$ cat src/common/wdk_pkg.sv
// Constants, register map and field layout of the watchdog key control block
`default_nettype none

package wdk_pkg;

  localparam int          ADDR_W        = 8;
  localparam int          DATA_W        = 32;
  localparam int          REG_W         = 8;

  // Register byte offsets
  localparam logic [7:0]  OFS_MODE      = 8'h00;
  localparam logic [7:0]  OFS_KEY       = 8'h04;
  localparam logic [7:0]  OFS_KEYBIT    = 8'h08;
  localparam logic [7:0]  OFS_STAT      = 8'h0C;
  localparam logic [7:0]  OFS_MASK      = 8'h10;
  localparam logic [7:0]  OFS_CNT       = 8'h14;

  // Key values
  localparam logic [7:0]  KEY_GOOD      = 8'hAC;
  localparam logic [7:0]  KEY_READ      = 8'h9A;

  // Mode register values and fields
  localparam logic [7:0]  MODE_STOP     = 8'h1F;
  localparam logic [7:0]  MODE_RST_VAL  = 8'h47;
  localparam logic [7:0]  MODE_WR_MASK  = 8'h5F;
  localparam int          SEL_LSB       = 0;
  localparam int          SEL_W         = 3;
  localparam int          SRC_BIT       = 3;
  localparam int          RSTM_BIT      = 6;

  // Interval counter: 2^(INT_BASE + sel) ticks
  localparam int          CNT_W         = 20;
  localparam int          INT_BASE      = 12;

  // Status / mask bits
  localparam int          STAT_W        = 3;
  localparam int          ST_NMI        = 0;
  localparam int          ST_RST        = 1;
  localparam int          ST_FORCED     = 2;
  localparam logic [2:0]  STAT_RST_VAL  = 3'h0;
  localparam logic [2:0]  MASK_RST_VAL  = 3'h0;

  // Internal oscillator tick divider default
  localparam int          OSC_DIV_DEF   = 4;

endpackage : wdk_pkg

`default_nettype wire

$ cat src/verilog/wdk_top.sv
// Watchdog timer key and mode control with APB register access
//
// Chosen here: the address map and the APB register port.
`default_nettype none

// Function
// - Second mode register write after reset forces overflow and clears counter
// - Key register write of any value except ACH forces overflow at once
// - No forced overflow from mode rewrite or bad key while stopped
// - First write of 1FH to mode register after reset stops the watchdog unless locked
// - With lock bit set, stop attempts are ignored; only reset halts it
// - With lock bit set, clock forced to internal oscillator, 2^12 to 2^19
// - Single-bit write to key register counts as bad key, forces overflow
// - Key register always reads 9AH
// - Watchdog counts from reset release in reset-on-overflow mode
// - Mode default is reset-on-overflow with 2^19 oscillator periods
// - With lock bit set, overflow action fixed to reset mode
// - Outside reset mode an overflow raises a non-maskable interrupt
module wdk_top #(
  parameter int OSC_DIV = wdk_pkg::OSC_DIV_DEF
) (
  input  wire logic                       core_clk,
  input  wire logic                       rst_n,
  input  wire logic                       psel,
  input  wire logic                       penable,
  input  wire logic                       pwrite,
  input  wire logic [wdk_pkg::ADDR_W-1:0] paddr,
  input  wire logic [wdk_pkg::DATA_W-1:0] pwdata,
  input  wire logic [3:0]                 pstrb,
  output logic      [wdk_pkg::DATA_W-1:0] prdata,
  output logic                            pready,
  output logic                            pslverr,
  input  wire logic                       option_lock_bit,
  output logic                            wdt_overflow_nmi,
  output logic                            wdt_reset_req,
  output logic                            irq
);

  import wdk_pkg::*;

  localparam int DIV_W = (OSC_DIV > 1) ? $clog2(OSC_DIV) : 1;
  localparam logic [DIV_W-1:0] DIV_LAST = DIV_W'(OSC_DIV - 1);

  // Internal oscillator tick divider
  logic [DIV_W-1:0]  osc_cnt_r;
  logic              internal_osc_clock;

  // Option lock capture
  logic              lock_r;
  logic              lock_seen_r;

  // Bus handshake
  logic              pready_r;
  logic              pslverr_r;
  logic [DATA_W-1:0] prdata_r;
  logic              acc;
  logic              wr_acc;
  logic              lane0;

  // Address decode
  logic              hit_mode;
  logic              hit_key;
  logic              hit_keybit;
  logic              hit_stat;
  logic              hit_mask;
  logic              hit_cnt;
  logic              hit_any;

  // Mode state
  logic [REG_W-1:0]  wdt_mode_reg_r;
  logic              mode_written_r;
  logic              stopped_r;

  // Effective configuration
  logic              src_core;
  logic              rst_mode;
  logic [SEL_W-1:0]  sel_eff;
  logic              cnt_tick;

  // Events
  logic              key_ok;
  logic              forced;
  logic              cnt_ovf;
  logic              ovf_evt;
  logic [CNT_W-1:0]  cnt_val;

  // Outputs and interrupt state
  logic              nmi_r;
  logic              rstreq_r;
  logic [STAT_W-1:0] stat_r;
  logic [STAT_W-1:0] stat_nxt;
  logic [STAT_W-1:0] mask_r;
  logic [STAT_W-1:0] stat_set;
  logic              irq_r;

  // Divider producing the internal oscillator count enable
  always_ff @(posedge core_clk or negedge rst_n) begin
    if (!rst_n) begin
      osc_cnt_r <= '0;
    end else if (osc_cnt_r == DIV_LAST) begin
      osc_cnt_r <= '0;
    end else begin
      osc_cnt_r <= osc_cnt_r + 1'b1;
    end
  end

  // One-cycle tick on the divider wrap
  always_ff @(posedge core_clk or negedge rst_n) begin
    if (!rst_n) begin
      internal_osc_clock <= 1'b0;
    end else begin
      internal_osc_clock <= (osc_cnt_r == DIV_LAST);
    end
  end

  // Lock strap caught once after reset release
  always_ff @(posedge core_clk or negedge rst_n) begin
    if (!rst_n) begin
      lock_r <= 1'b0;
    end else if (!lock_seen_r) begin
      lock_r <= option_lock_bit;
    end
  end

  // Marks that the strap has been taken
  always_ff @(posedge core_clk or negedge rst_n) begin
    if (!rst_n) begin
      lock_seen_r <= 1'b0;
    end else begin
      lock_seen_r <= 1'b1;
    end
  end

  // One wait state: pready rises in the second access cycle
  assign acc    = psel & penable & pready_r;
  assign wr_acc = acc & pwrite;
  assign lane0  = pstrb[0];

  // Offset decode
  always_comb begin
    hit_mode   = 1'b0;
    hit_key    = 1'b0;
    hit_keybit = 1'b0;
    hit_stat   = 1'b0;
    hit_mask   = 1'b0;
    hit_cnt    = 1'b0;
    if (paddr == OFS_MODE) begin
      hit_mode = 1'b1;
    end else if (paddr == OFS_KEY) begin
      hit_key = 1'b1;
    end else if (paddr == OFS_KEYBIT) begin
      hit_keybit = 1'b1;
    end else if (paddr == OFS_STAT) begin
      hit_stat = 1'b1;
    end else if (paddr == OFS_MASK) begin
      hit_mask = 1'b1;
    end else if (paddr == OFS_CNT) begin
      hit_cnt = 1'b1;
    end
  end

  // Any mapped offset
  assign hit_any = hit_mode | hit_key | hit_keybit | hit_stat | hit_mask | hit_cnt;

  // One access cycle of wait before pready
  always_ff @(posedge core_clk or negedge rst_n) begin
    if (!rst_n) begin
      pready_r <= 1'b0;
    end else begin
      pready_r <= psel & penable & ~pready_r;
    end
  end

  // Slave error for unmapped offsets, given with pready
  always_ff @(posedge core_clk or negedge rst_n) begin
    if (!rst_n) begin
      pslverr_r <= 1'b0;
    end else begin
      pslverr_r <= psel & penable & ~pready_r & ~hit_any;
    end
  end

  // Read data prepared one cycle ahead of pready
  always_ff @(posedge core_clk or negedge rst_n) begin
    if (!rst_n) begin
      prdata_r <= '0;
    end else if (psel && penable && !pready_r && !pwrite) begin
      if (hit_mode) begin
        prdata_r <= DATA_W'(wdt_mode_reg_r);
      end else if (hit_key || hit_keybit) begin
        prdata_r <= DATA_W'(KEY_READ);
      end else if (hit_stat) begin
        prdata_r <= DATA_W'(stat_r);
      end else if (hit_mask) begin
        prdata_r <= DATA_W'(mask_r);
      end else if (hit_cnt) begin
        prdata_r <= DATA_W'(cnt_val);
      end else begin
        prdata_r <= '0;
      end
    end
  end

  // Mode register: first write takes, later ones only force
  always_ff @(posedge core_clk or negedge rst_n) begin
    if (!rst_n) begin
      wdt_mode_reg_r <= MODE_RST_VAL;
    end else if (wr_acc && hit_mode && lane0 && !mode_written_r) begin
      wdt_mode_reg_r <= pwdata[REG_W-1:0] & MODE_WR_MASK;
    end
  end

  // Any accepted mode write arms the rewrite overflow
  always_ff @(posedge core_clk or negedge rst_n) begin
    if (!rst_n) begin
      mode_written_r <= 1'b0;
    end else if (wr_acc && hit_mode && lane0) begin
      mode_written_r <= 1'b1;
    end
  end

  // Stop request honoured only when unlocked
  always_ff @(posedge core_clk or negedge rst_n) begin
    if (!rst_n) begin
      stopped_r <= 1'b0;
    end else if (wr_acc && hit_mode && lane0 && !mode_written_r) begin
      stopped_r <= (pwdata[REG_W-1:0] == MODE_STOP) & ~lock_r;
    end
  end

  assign src_core = wdt_mode_reg_r[SRC_BIT] & ~lock_r;
  assign rst_mode = wdt_mode_reg_r[RSTM_BIT] | lock_r;
  assign sel_eff  = wdt_mode_reg_r[SEL_LSB +: SEL_W];

  // Counting enable from the selected source
  assign cnt_tick = ~stopped_r & (src_core | internal_osc_clock);

  // Correct byte key restarts the interval
  assign key_ok = wr_acc & hit_key & lane0 & (pwdata[REG_W-1:0] == KEY_GOOD);

  // Forced overflow sources, suppressed while stopped
  always_comb begin
    forced = 1'b0;
    if (wr_acc && !stopped_r) begin
      if (hit_mode && lane0 && mode_written_r) begin
        forced = 1'b1;
      end else if (hit_key && lane0 && (pwdata[REG_W-1:0] != KEY_GOOD)) begin
        forced = 1'b1;
      end else if (hit_keybit) begin
        forced = 1'b1;
      end
    end
  end

  // Interval counter, cleared by a good key or a forced overflow
  wdk_counter #(
    .CNT_W (CNT_W),
    .SEL_W (SEL_W),
    .BASE  (INT_BASE)
  ) u_cnt (
    .core_clk (core_clk),
    .rst_n    (rst_n),
    .tick     (cnt_tick),
    .clr      (key_ok | forced),
    .sel      (sel_eff),
    .ovf      (cnt_ovf),
    .cnt      (cnt_val)
  );

  // Natural or forced overflow
  assign ovf_evt = cnt_ovf | forced;

  // Overflow action pulses
  always_ff @(posedge core_clk or negedge rst_n) begin
    if (!rst_n) begin
      nmi_r <= 1'b0;
    end else begin
      nmi_r <= ovf_evt & ~rst_mode;
    end
  end

  // Reset request pulse
  always_ff @(posedge core_clk or negedge rst_n) begin
    if (!rst_n) begin
      rstreq_r <= 1'b0;
    end else begin
      rstreq_r <= ovf_evt & rst_mode;
    end
  end

  // Status events raised this cycle
  always_comb begin
    stat_set = '0;
    stat_set[ST_NMI] = ovf_evt & ~rst_mode;
    stat_set[ST_RST] = ovf_evt & rst_mode;
    stat_set[ST_FORCED] = forced;
  end

  // Write-one-to-clear; a new event wins over the clear
  always_comb begin
    stat_nxt = stat_r;
    if (wr_acc && hit_stat) begin
      stat_nxt = stat_r & ~pwdata[STAT_W-1:0];
    end
    stat_nxt = stat_nxt | stat_set;
  end

  // Sticky status bits
  always_ff @(posedge core_clk or negedge rst_n) begin
    if (!rst_n) begin
      stat_r <= STAT_RST_VAL;
    end else begin
      stat_r <= stat_nxt;
    end
  end

  // Interrupt mask, byte lane 0 only
  always_ff @(posedge core_clk or negedge rst_n) begin
    if (!rst_n) begin
      mask_r <= MASK_RST_VAL;
    end else if (wr_acc && hit_mask && lane0) begin
      mask_r <= pwdata[STAT_W-1:0];
    end
  end

  // Level interrupt aligned with the status register
  always_ff @(posedge core_clk or negedge rst_n) begin
    if (!rst_n) begin
      irq_r <= 1'b0;
    end else begin
      irq_r <= |(stat_nxt & mask_r);
    end
  end

  // Ports driven straight from flip-flops
  assign prdata           = prdata_r;
  assign pready           = pready_r;
  assign pslverr          = pslverr_r;
  assign wdt_overflow_nmi = nmi_r;
  assign wdt_reset_req    = rstreq_r;
  assign irq              = irq_r;

endmodule : wdk_top

`default_nettype wire

$ cat src/verilog/wdk_counter.sv
// Watchdog interval counter with selectable power-of-two length
`default_nettype none

module wdk_counter #(
  parameter int CNT_W = 20,
  parameter int SEL_W = 3,
  parameter int BASE  = 12
) (
  input  wire logic             core_clk,
  input  wire logic             rst_n,
  input  wire logic             tick,
  input  wire logic             clr,
  input  wire logic [SEL_W-1:0] sel,
  output logic                  ovf,
  output logic [CNT_W-1:0]      cnt
);

  logic [CNT_W-1:0] cnt_r;
  logic [CNT_W-1:0] lim;

  // Last count of a 2^(BASE+sel) tick interval
  always_comb begin
    lim = {CNT_W{1'b1}} >> (CNT_W - BASE - int'(sel));
  end

  assign ovf = tick & ~clr & (cnt_r == lim);
  assign cnt = cnt_r;

  always_ff @(posedge core_clk or negedge rst_n) begin
    if (!rst_n) begin
      cnt_r <= '0;
    end else if (clr || ovf) begin
      cnt_r <= '0;
    end else if (tick) begin
      cnt_r <= cnt_r + 1'b1;
    end
  end

endmodule : wdk_counter

`default_nettype wire

$ cat config.mk
export PLATFORM = sky130hd
export DESIGN_NAME = wdk_top
export DESIGN_NICKNAME = d
export VERILOG_FILES = /design/src/common/wdk_pkg.sv /design/src/verilog/wdk_top.sv /design/src/verilog/wdk_counter.sv
export SDC_FILE = /design/constraint.sdc
export NUM_CORES = 1
export LEC_CHECK = 0
export ABC_AREA = 1
export ABC_CLOCK_PERIOD_IN_PS = 2000
export BUFFER_PORTS_ARGS = -buffer_cell sky130_fd_sc_hd__buf_2
export CAP_MARGIN = 25
export CORE_MARGIN = 1.5
export CORE_UTILIZATION = 40
export DETAILED_ROUTE_END_ITERATION = 8
export GPL_TIMING_DRIVEN = 0
export PLACE_DENSITY = 0.67
export SYNTH_ARGS = -nofsm -noshare
export SYNTH_HDL_FRONTEND = slang
export SYNTH_HIERARCHICAL = 1
export SYNTH_SLANG_ARGS = --single-unit
$ cat constraint.sdc
create_clock -name core_clk -period 2 [get_ports core_clk]
set_input_delay 0.4 -clock core_clk [delete_from_list [all_inputs] [get_ports core_clk]]
set_output_delay 0.4 -clock core_clk [all_outputs]
set_load 0.005 [all_outputs]
==> results.toml, run 1 <==
[timing]
post-route-min-period_ps = 2010
final_min_period_over_clock_period_pct = 100
finClkSkew_ps = 12.2
timing_worst_slew_pin_value_ps = 546
setup_slack_ps = -5.72
final_hold_viol_count = 0
finalSetupViolCount = 3
max_slew_margin_pct = 63.6
clock.fmax_mhz = 499
rsz_0062_raised_after_global_routing = "true"
sum_of_negative_setup_slack_ps = -11.4
max_slew_violation_total_from_the_final_report = 0

[pwr]
power.density_nw_per_um2 = 653
power.leakage_nw = 2.29
pnr_total_power_mw = 2.93
ir_drop_v = 0.000252

[routing]
antenna_left = 0
drt_iter0_markers = 183
avgViaCountPerCell = 4.79
routed_wirelength_um = 8290
num_vias = 3097
drt-wirelength-per-cell_um = 12.8
drt_pre_antenna_iters = 4
post-route-drc-count = 0

[synthesis]
ys_seq_elements = 64
synthTopCellsByCount = "sky130_fd_sc_hd__nand2_1, sky130_fd_sc_hd__dfrtp_1, sky130_fd_sc_hd__nor2_1"
synth.area.top_cells = "sky130_fd_sc_hd__dfrtp_1, sky130_fd_sc_hd__nand2_1, sky130_fd_sc_hd__nor2_1"
seq_area_frac_synth_pct = 45.3
avgSynthCellArea_um2 = 8.02
yosys.cell_count.top_type = "sky130_fd_sc_hd__nand2_1"
yosys_most_used_dff = "sky130_fd_sc_hd__dfrtp_1"
synth-edff-count = 0
syn-instance-count = 442
async_set_or_reset_flop_fraction_in_the_synthesized_netlist_pct = 100
synth.lib_cells_used.distinct = 38
ys_warn_count = 6
synth_top_area_share_pct = 42.4
synth_largest_area_cell = "sky130_fd_sc_hd__dfrtp_1"
post_synth_instance_area_um2 = 3540

[cts]
cts_inserted_buffers = 9
ctsLongestPathBuffers = 2
cts_htree_levels = 3
clock_insertion_delay_worst_skew_ps = 350
root_buffer = "sky130_fd_sc_hd__clkbuf_8"
clk_pin_slew_ps = 80
cts_tree = "done"
cts_sinks = 64

[final_layout]
layout.cell_area.non_filler_um2 = 4480
antennaDiodeCount = 0
layout-drive-gt1-share_pct = 35.3
fin_nets = 588
areaGrowthSynthToFinish_pct = 26.5

[worst_setup_path]
timing.critical_path.arrival_ps = 2250
critPathCaptureType = "flop"
cpPeakStageDelay_ps = 140
crit_top_cell = "sky130_fd_sc_hd__nand2_2"
worstPathMaxFanout = 3
critical_path.slowest_cell = "sky130_fd_sc_hd__nor2_4"
path_class = "primary input to flop"
crit_path_cell_trace = "buf_2, nor2_4, nand2_4, nor2_8, inv_2, o22ai_2, nand2_1, o41ai_1, nand2_1, nand2_2, nor2_4, nand3_2, nor2_2, nand2_1, nor2_2, nand2_2, inv_2, inv_2, nand2_4, nand2_2, nand2_2, nand2_2, nand3_2"
critPathRequiredTime_ps = 2250
worst_setup_sp_type = "primary input"

[grt]
grt.overflow.total = 0
grt_usage_pct = 18.8
grt_start_max_net_pins = 42
grt_antenna_before_repair = 0
grt_pass1_wl_um = 14400
first_global_vias = 3051

[outcome]
failed_checks = "negative setup slack"
outcome = "finished with violations"

[floorplan]
fp-row-count = 34
start_util_pct = 41.0
core-area_um2 = 8640
die_area_um2 = 9440
die_w_um = 97.1
io_pins = 87
die_height_um = 97.1

[placed_design]
post_place_cell_area_um2 = 3990
post-dp-hpwl_um = 5880
place_congestion = 0.875
io_buffer_count = 47

[run]
timing.max_cap.violations = 0

[hold_path]
hp-class = "primary input to asynchronous set/reset pin"
## critical path, delay by kind of cell
kind                   cells  cell delay [ps]
and+or+nand+nor           17             1360
buffers and inverters      4              280
AOI/OAI and AO/OA          2              210
## final timing paths
path | start | slack, ps | to | cells after the start
worst max-delay path | paddr[5] | -6 | irq | 23
worst min-delay path | rst_n | 30 | prdata[14] | 1
worst max register to register | wdt_mode_reg_r[0] | 0 | u_cnt/cnt[10] | 13
worst min register to register | lock_seen_r | 440 | lock_r | 1
max in group asynchronous | rst_n | 1310 | wdt_mode_reg_r[1] | 2
min in group core_clk | pwdata[6] | 260 | wdt_mode_reg_r[6] | 3
## placed cells by master, fill, tap and decap left out, types with 4 or more instances in the layout
cell and instances:
sky130_fd_sc_hd__nand4_1 5, sky130_fd_sc_hd__dfrtp_1 60, sky130_fd_sc_hd__inv_4 4, sky130_fd_sc_hd__dfstp_2 4
sky130_fd_sc_hd__nand3_1 28, sky130_fd_sc_hd__inv_1 31, sky130_fd_sc_hd__a21oi_1 8, sky130_fd_sc_hd__clkbuf_8 9
sky130_fd_sc_hd__nand2_1 114, sky130_fd_sc_hd__conb_1 13, sky130_fd_sc_hd__inv_2 17, sky130_fd_sc_hd__nor3_1 5
sky130_fd_sc_hd__nor2_4 8, sky130_fd_sc_hd__nand2_4 4, sky130_fd_sc_hd__nand3_2 5, sky130_fd_sc_hd__buf_4 36
sky130_fd_sc_hd__nor2_2 21, sky130_fd_sc_hd__o21ai_1 15, sky130_fd_sc_hd__nor2_1 36, sky130_fd_sc_hd__buf_2 48
sky130_fd_sc_hd__nand2_2 15, sky130_fd_sc_hd__xor2_1 15
## cell type report
type | count | area (um^2)
Buffer | 20 | 150
Clock buffer | 9 | 124
Clock inverter | 7 | 95.1
Fill cell | 824 | 4150
Inverter | 53 | 209
Multi-Input combinational cell | 316 | 1730
Sequential cell | 64 | 1610
Tap cell | 108 | 135
Timing Repair Buffer | 70 | 430
## sequential cells by signal, summed over array words and instances, names as in the netlist
signal,flops
prdata,20
u_cnt/cnt,20
wdt_mode_reg_r,6
mask_r,3
stat_r,3
osc_cnt_r,2
internal_osc_clock,1
irq,1
lock_r,1
lock_seen_r,1
mode_written_r,1
pready,1
pslverr,1
stopped_r,1
wdt_overflow_nmi,1
wdt_reset_req,1
## logic make-up (layout without fill, tap and decap cells)
logic type | count (synthesis) | after routing | share of synthesized area [%]
other cells | 2 | 13 | 0.212
buf+inv | 73 | 159 | 9.92
xor+xnor | 16 | 16 | 3.95
simple gates | 249 | 249 | 33.7
fa+ha+maj | 4 | 4 | 1.41
compound gates | 34 | 34 | 5.51
flops | 64 | 64 | 45.3
## through the flow
step,instances,setup WS (ps),hold WS [ps],util (%)
after detailed placement,609,-540,419,46.2
after global placement,608,-508,414,46.0
after global routing,647,-125,67.0,51.9
after floorplan,453,-105,104,-
after CTS,640,-9.69,40.5,50.9
final,647,-5.72,27.5,51.9
## layer usage
metal / global-route usage [%] / share of wire [%]
met1: 25.3 / 46
met2: 29.4 / 46
met3: 3.96 / 5.6
met4: 7.69 / 2.2
met5: 0 / 0
## power by group
| group | internal [mW] | switching, mW | leakage [nW] |
|---|---|---|---|
| registers | 1.35 | 0.0586 | 0.848 |
| logic | 0.120 | 0.167 | 1.33 |
| clock network | 0.703 | 0.535 | 0.110 |
| total | 2.17 | 0.761 | 2.29 |
## timing repair
item	4_1_cts	5_1_grt
cloned	0	0
hold buffers	0	0
setup buffers	15	7
setup endpoints to repair	25	25
resized for setup	23	15
pin swaps	24	20
No activity file was read; power rests on OpenSTA's default activity.
==> run 2, diff against run 1 <==
--- a/config.mk
+++ b/config.mk
@@ -6,14 +6,15 @@
 export NUM_CORES = 1
 export LEC_CHECK = 0
 export ABC_AREA = 1
-export ABC_CLOCK_PERIOD_IN_PS = 2000
+export ABC_CLOCK_PERIOD_IN_PS = 1860
 export BUFFER_PORTS_ARGS = -buffer_cell sky130_fd_sc_hd__buf_2
 export CAP_MARGIN = 25
 export CORE_MARGIN = 1.5
 export CORE_UTILIZATION = 40
+export CTS_BUF_LIST = sky130_fd_sc_hd__clkbuf_8
 export DETAILED_ROUTE_END_ITERATION = 8
 export GPL_TIMING_DRIVEN = 0
-export PLACE_DENSITY = 0.67
+export PLACE_DENSITY = 0.65
 export SYNTH_ARGS = -nofsm -noshare
 export SYNTH_HDL_FRONTEND = slang
 export SYNTH_HIERARCHICAL = 1
==> constraint.sdc (replaced) <==
create_clock -name core_clk -period 1.86 [get_ports core_clk]
set_input_delay 0.372 -clock core_clk [delete_from_list [all_inputs] [get_ports core_clk]]
set_output_delay 0.372 -clock core_clk [all_outputs]
set_load 0.005 [all_outputs]
==> results.toml, run 2 (same netlist as run 1, synthesis figures left out) <==
[routing]
num_vias = 3081
drt_iter0_markers = 151
drt-wirelength-per-cell_um = 12.8
routed_wirelength_um = 8270
drt_pre_antenna_iters = 4
avgViaCountPerCell = 4.77
post-route-drc-count = 0
antenna_left = 0

[floorplan]
start_util_pct = 41.0
die_area_um2 = 9440
io_pins = 87
die_height_um = 97.1
die_w_um = 97.1
core-area_um2 = 8640
fp-row-count = 34

[worst_setup_path]
depth_of_the_worst_register_to_register_path = 13
timing.reg2reg.setup_slack_ps = -140
path_class = "flop to flop"
timing.critical_path.arrival_ps = 2230
worst_setup_path_startpoint = "wdt_mode_reg_r[0]"
reg_to_reg_end = "u_cnt/cnt[8]"
critPathRequiredTime_ps = 2090
termination_of_the_worst_setup_path = "u_cnt/cnt[8]"
critical_path.reg2reg.startpoint = "wdt_mode_reg_r[0]"
worst_setup_sp_type = "flop"
worstPathMaxFanout = 6
critPathCaptureType = "flop"

[grt]
grt.overflow.total = 0
grt_pass1_wl_um = 14000
grt_usage_pct = 18.5
grt_antenna_before_repair = 0
first_global_vias = 2949
grt_start_max_net_pins = 42

[pwr]
comb_power_share_pct = 10.1
ir_drop_v = 0.000251
p_int_mw = 2.22
net-switching-power_uw = 795
clock_power_share_pct = 39.8
power.density_nw_per_um2 = 673
power.leakage_nw = 2.30
power.switching_fraction_pct = 26.3
power.sequential.fraction_pct = 50.1

[timing]
timing_worst_slew_pin_value_ps = 547
max_slew_violation_total_from_the_final_report = 0
max_slew_margin_pct = 63.5
rsz_0062_raised_after_global_routing = "true"
finalSetupViolCount = 24
clock.fmax_mhz = 501
post-route-min-period_ps = 2000
final_min_period_over_clock_period_pct = 107
finClkSkew_ps = 11.2
final_hold_viol_count = 0
setup_slack_ps = -136

[final_layout]
area_used_by_multi_input_combinational_logic_um2 = 1740
finish.cell_count_without_fillers = 646
layout.cells.most_common_list = "sky130_fd_sc_hd__nand2_1, sky130_fd_sc_hd__dfrtp_1, sky130_fd_sc_hd__buf_2"
antennaDiodeCount = 0
layout.cell_area.non_filler_um2 = 4480
final_core_utilization_pct = 51.9
seq_area_um2 = 1610
layout-drive-gt1-share_pct = 34.6
fin_nets = 587
filler_cell_count = 842
areaGrowthSynthToFinish_pct = 26.4
mostFrequentLayoutCell = "sky130_fd_sc_hd__nand2_1"

[cts]
cts_htree_levels = 3
cts_hold_buffers = 0
cts_tree = "done"
cts_sinks = 64
cts_inserted_buffers = 9
root_buffer = "sky130_fd_sc_hd__clkbuf_8"
clk_pin_slew_ps = 70
clock_insertion_delay_worst_skew_ps = 340
ctsLongestPathBuffers = 2

[outcome]
outcome = "finished with violations"
failed_checks = "negative setup slack"

[placed_design]
post_place_cell_area_um2 = 3990
dp.cells = 609
io_buffer_count = 47
post-dp-hpwl_um = 5980
place_congestion = 0.875

[hold_path]
hp-class = "primary input to asynchronous set/reset pin"

[run]
timing.max_cap.violations = 0
run 2: changes by cell type in the layout (fill, tap and decap cells not counted), sizes merged:
cell	previous run	this run
buf	88	86
clkbuf	11	13
bufinv	2	1
run 2: how the worst min path moves through the flow:
stage | from | to
after floorplan | rst_n | internal_osc_clock
after global placement | osc_cnt_r[0] | osc_cnt_r[0]
after detailed placement | rst_n | prdata[18]
after CTS | rst_n | irq
after global routing | rst_n | prdata[18]
final | rst_n | prdata[18]
run 2: worst max-delay path, stage by stage (launching register included):
cell and delay, ps:
sky130_fd_sc_hd__dfstp_2 580, sky130_fd_sc_hd__inv_4 50, sky130_fd_sc_hd__ha_4 160, sky130_fd_sc_hd__ha_4 270, sky130_fd_sc_hd__nand2_2 60, sky130_fd_sc_hd__nand2_1 50, sky130_fd_sc_hd__nand2_1 50, sky130_fd_sc_hd__nand2_1 50
sky130_fd_sc_hd__nand2_1 60, sky130_fd_sc_hd__nor2_2 90, sky130_fd_sc_hd__nand2_2 110, sky130_fd_sc_hd__nand2_4 160, sky130_fd_sc_hd__clkbuf_16 170, sky130_fd_sc_hd__nor2_2 30
run 2: per-stage QoR:
step | setup WS (ps) | hold WS [ps] | total power [mW] | setup TNS [ps]
global placement | -627 | 414 | 1.81 | -11270
finish | -136 | 12.2 | 3.02 | -2020
global route | -253 | 37.2 | 3.17 | -4820
floorplan | -217 | 76.4 | 1.69 | -1410
detailed placement | -633 | 388 | 1.82 | -11130
CTS | -148 | 14.6 | 3.04 | -1530
run 2: cell type report:
type                            instances  share of cell area [%]
Multi-Input combinational cell        316                    38.9
Tap cell                              108                    3.02
Sequential cell                        64                    35.8
Buffer                                 20                    3.38
Clock buffer                           10                    3.07
Clock inverter                          6                    1.34
Timing Repair Buffer                   69                    9.77
Inverter                               53                    4.66
run 2: timing repair:
action	4_1_cts	5_1_grt
gates resized for setup	17	21
pin swaps	15	20
setup endpoints to repair	25	28
gates cloned	0	1
hold endpoints to repair	0	0
buffers inserted	10	10
run 2: layer usage:
layer	share of wire, %	vias to the layer above	wire (um)	track usage, %
li1	-	1550	-	-
met1	48	1446	3970	26.4
met2	46	79	3820	28.2
met3	4.7	6	392	3.60
met4	0.97	0	80	6.02
met5	0	-	0	0
run 2: power groups by stage:
stage	Clock, mW	Sequential [mW]	Combinational (mW)
2_1_floorplan	0	1.52	0.173
5_1_grt	1.30	1.52	0.343
4_1_cts	1.23	1.51	0.293
3_5_place_dp	0	1.54	0.284
6_report	1.20	1.51	0.304
3_3_place_gp	0	1.54	0.273
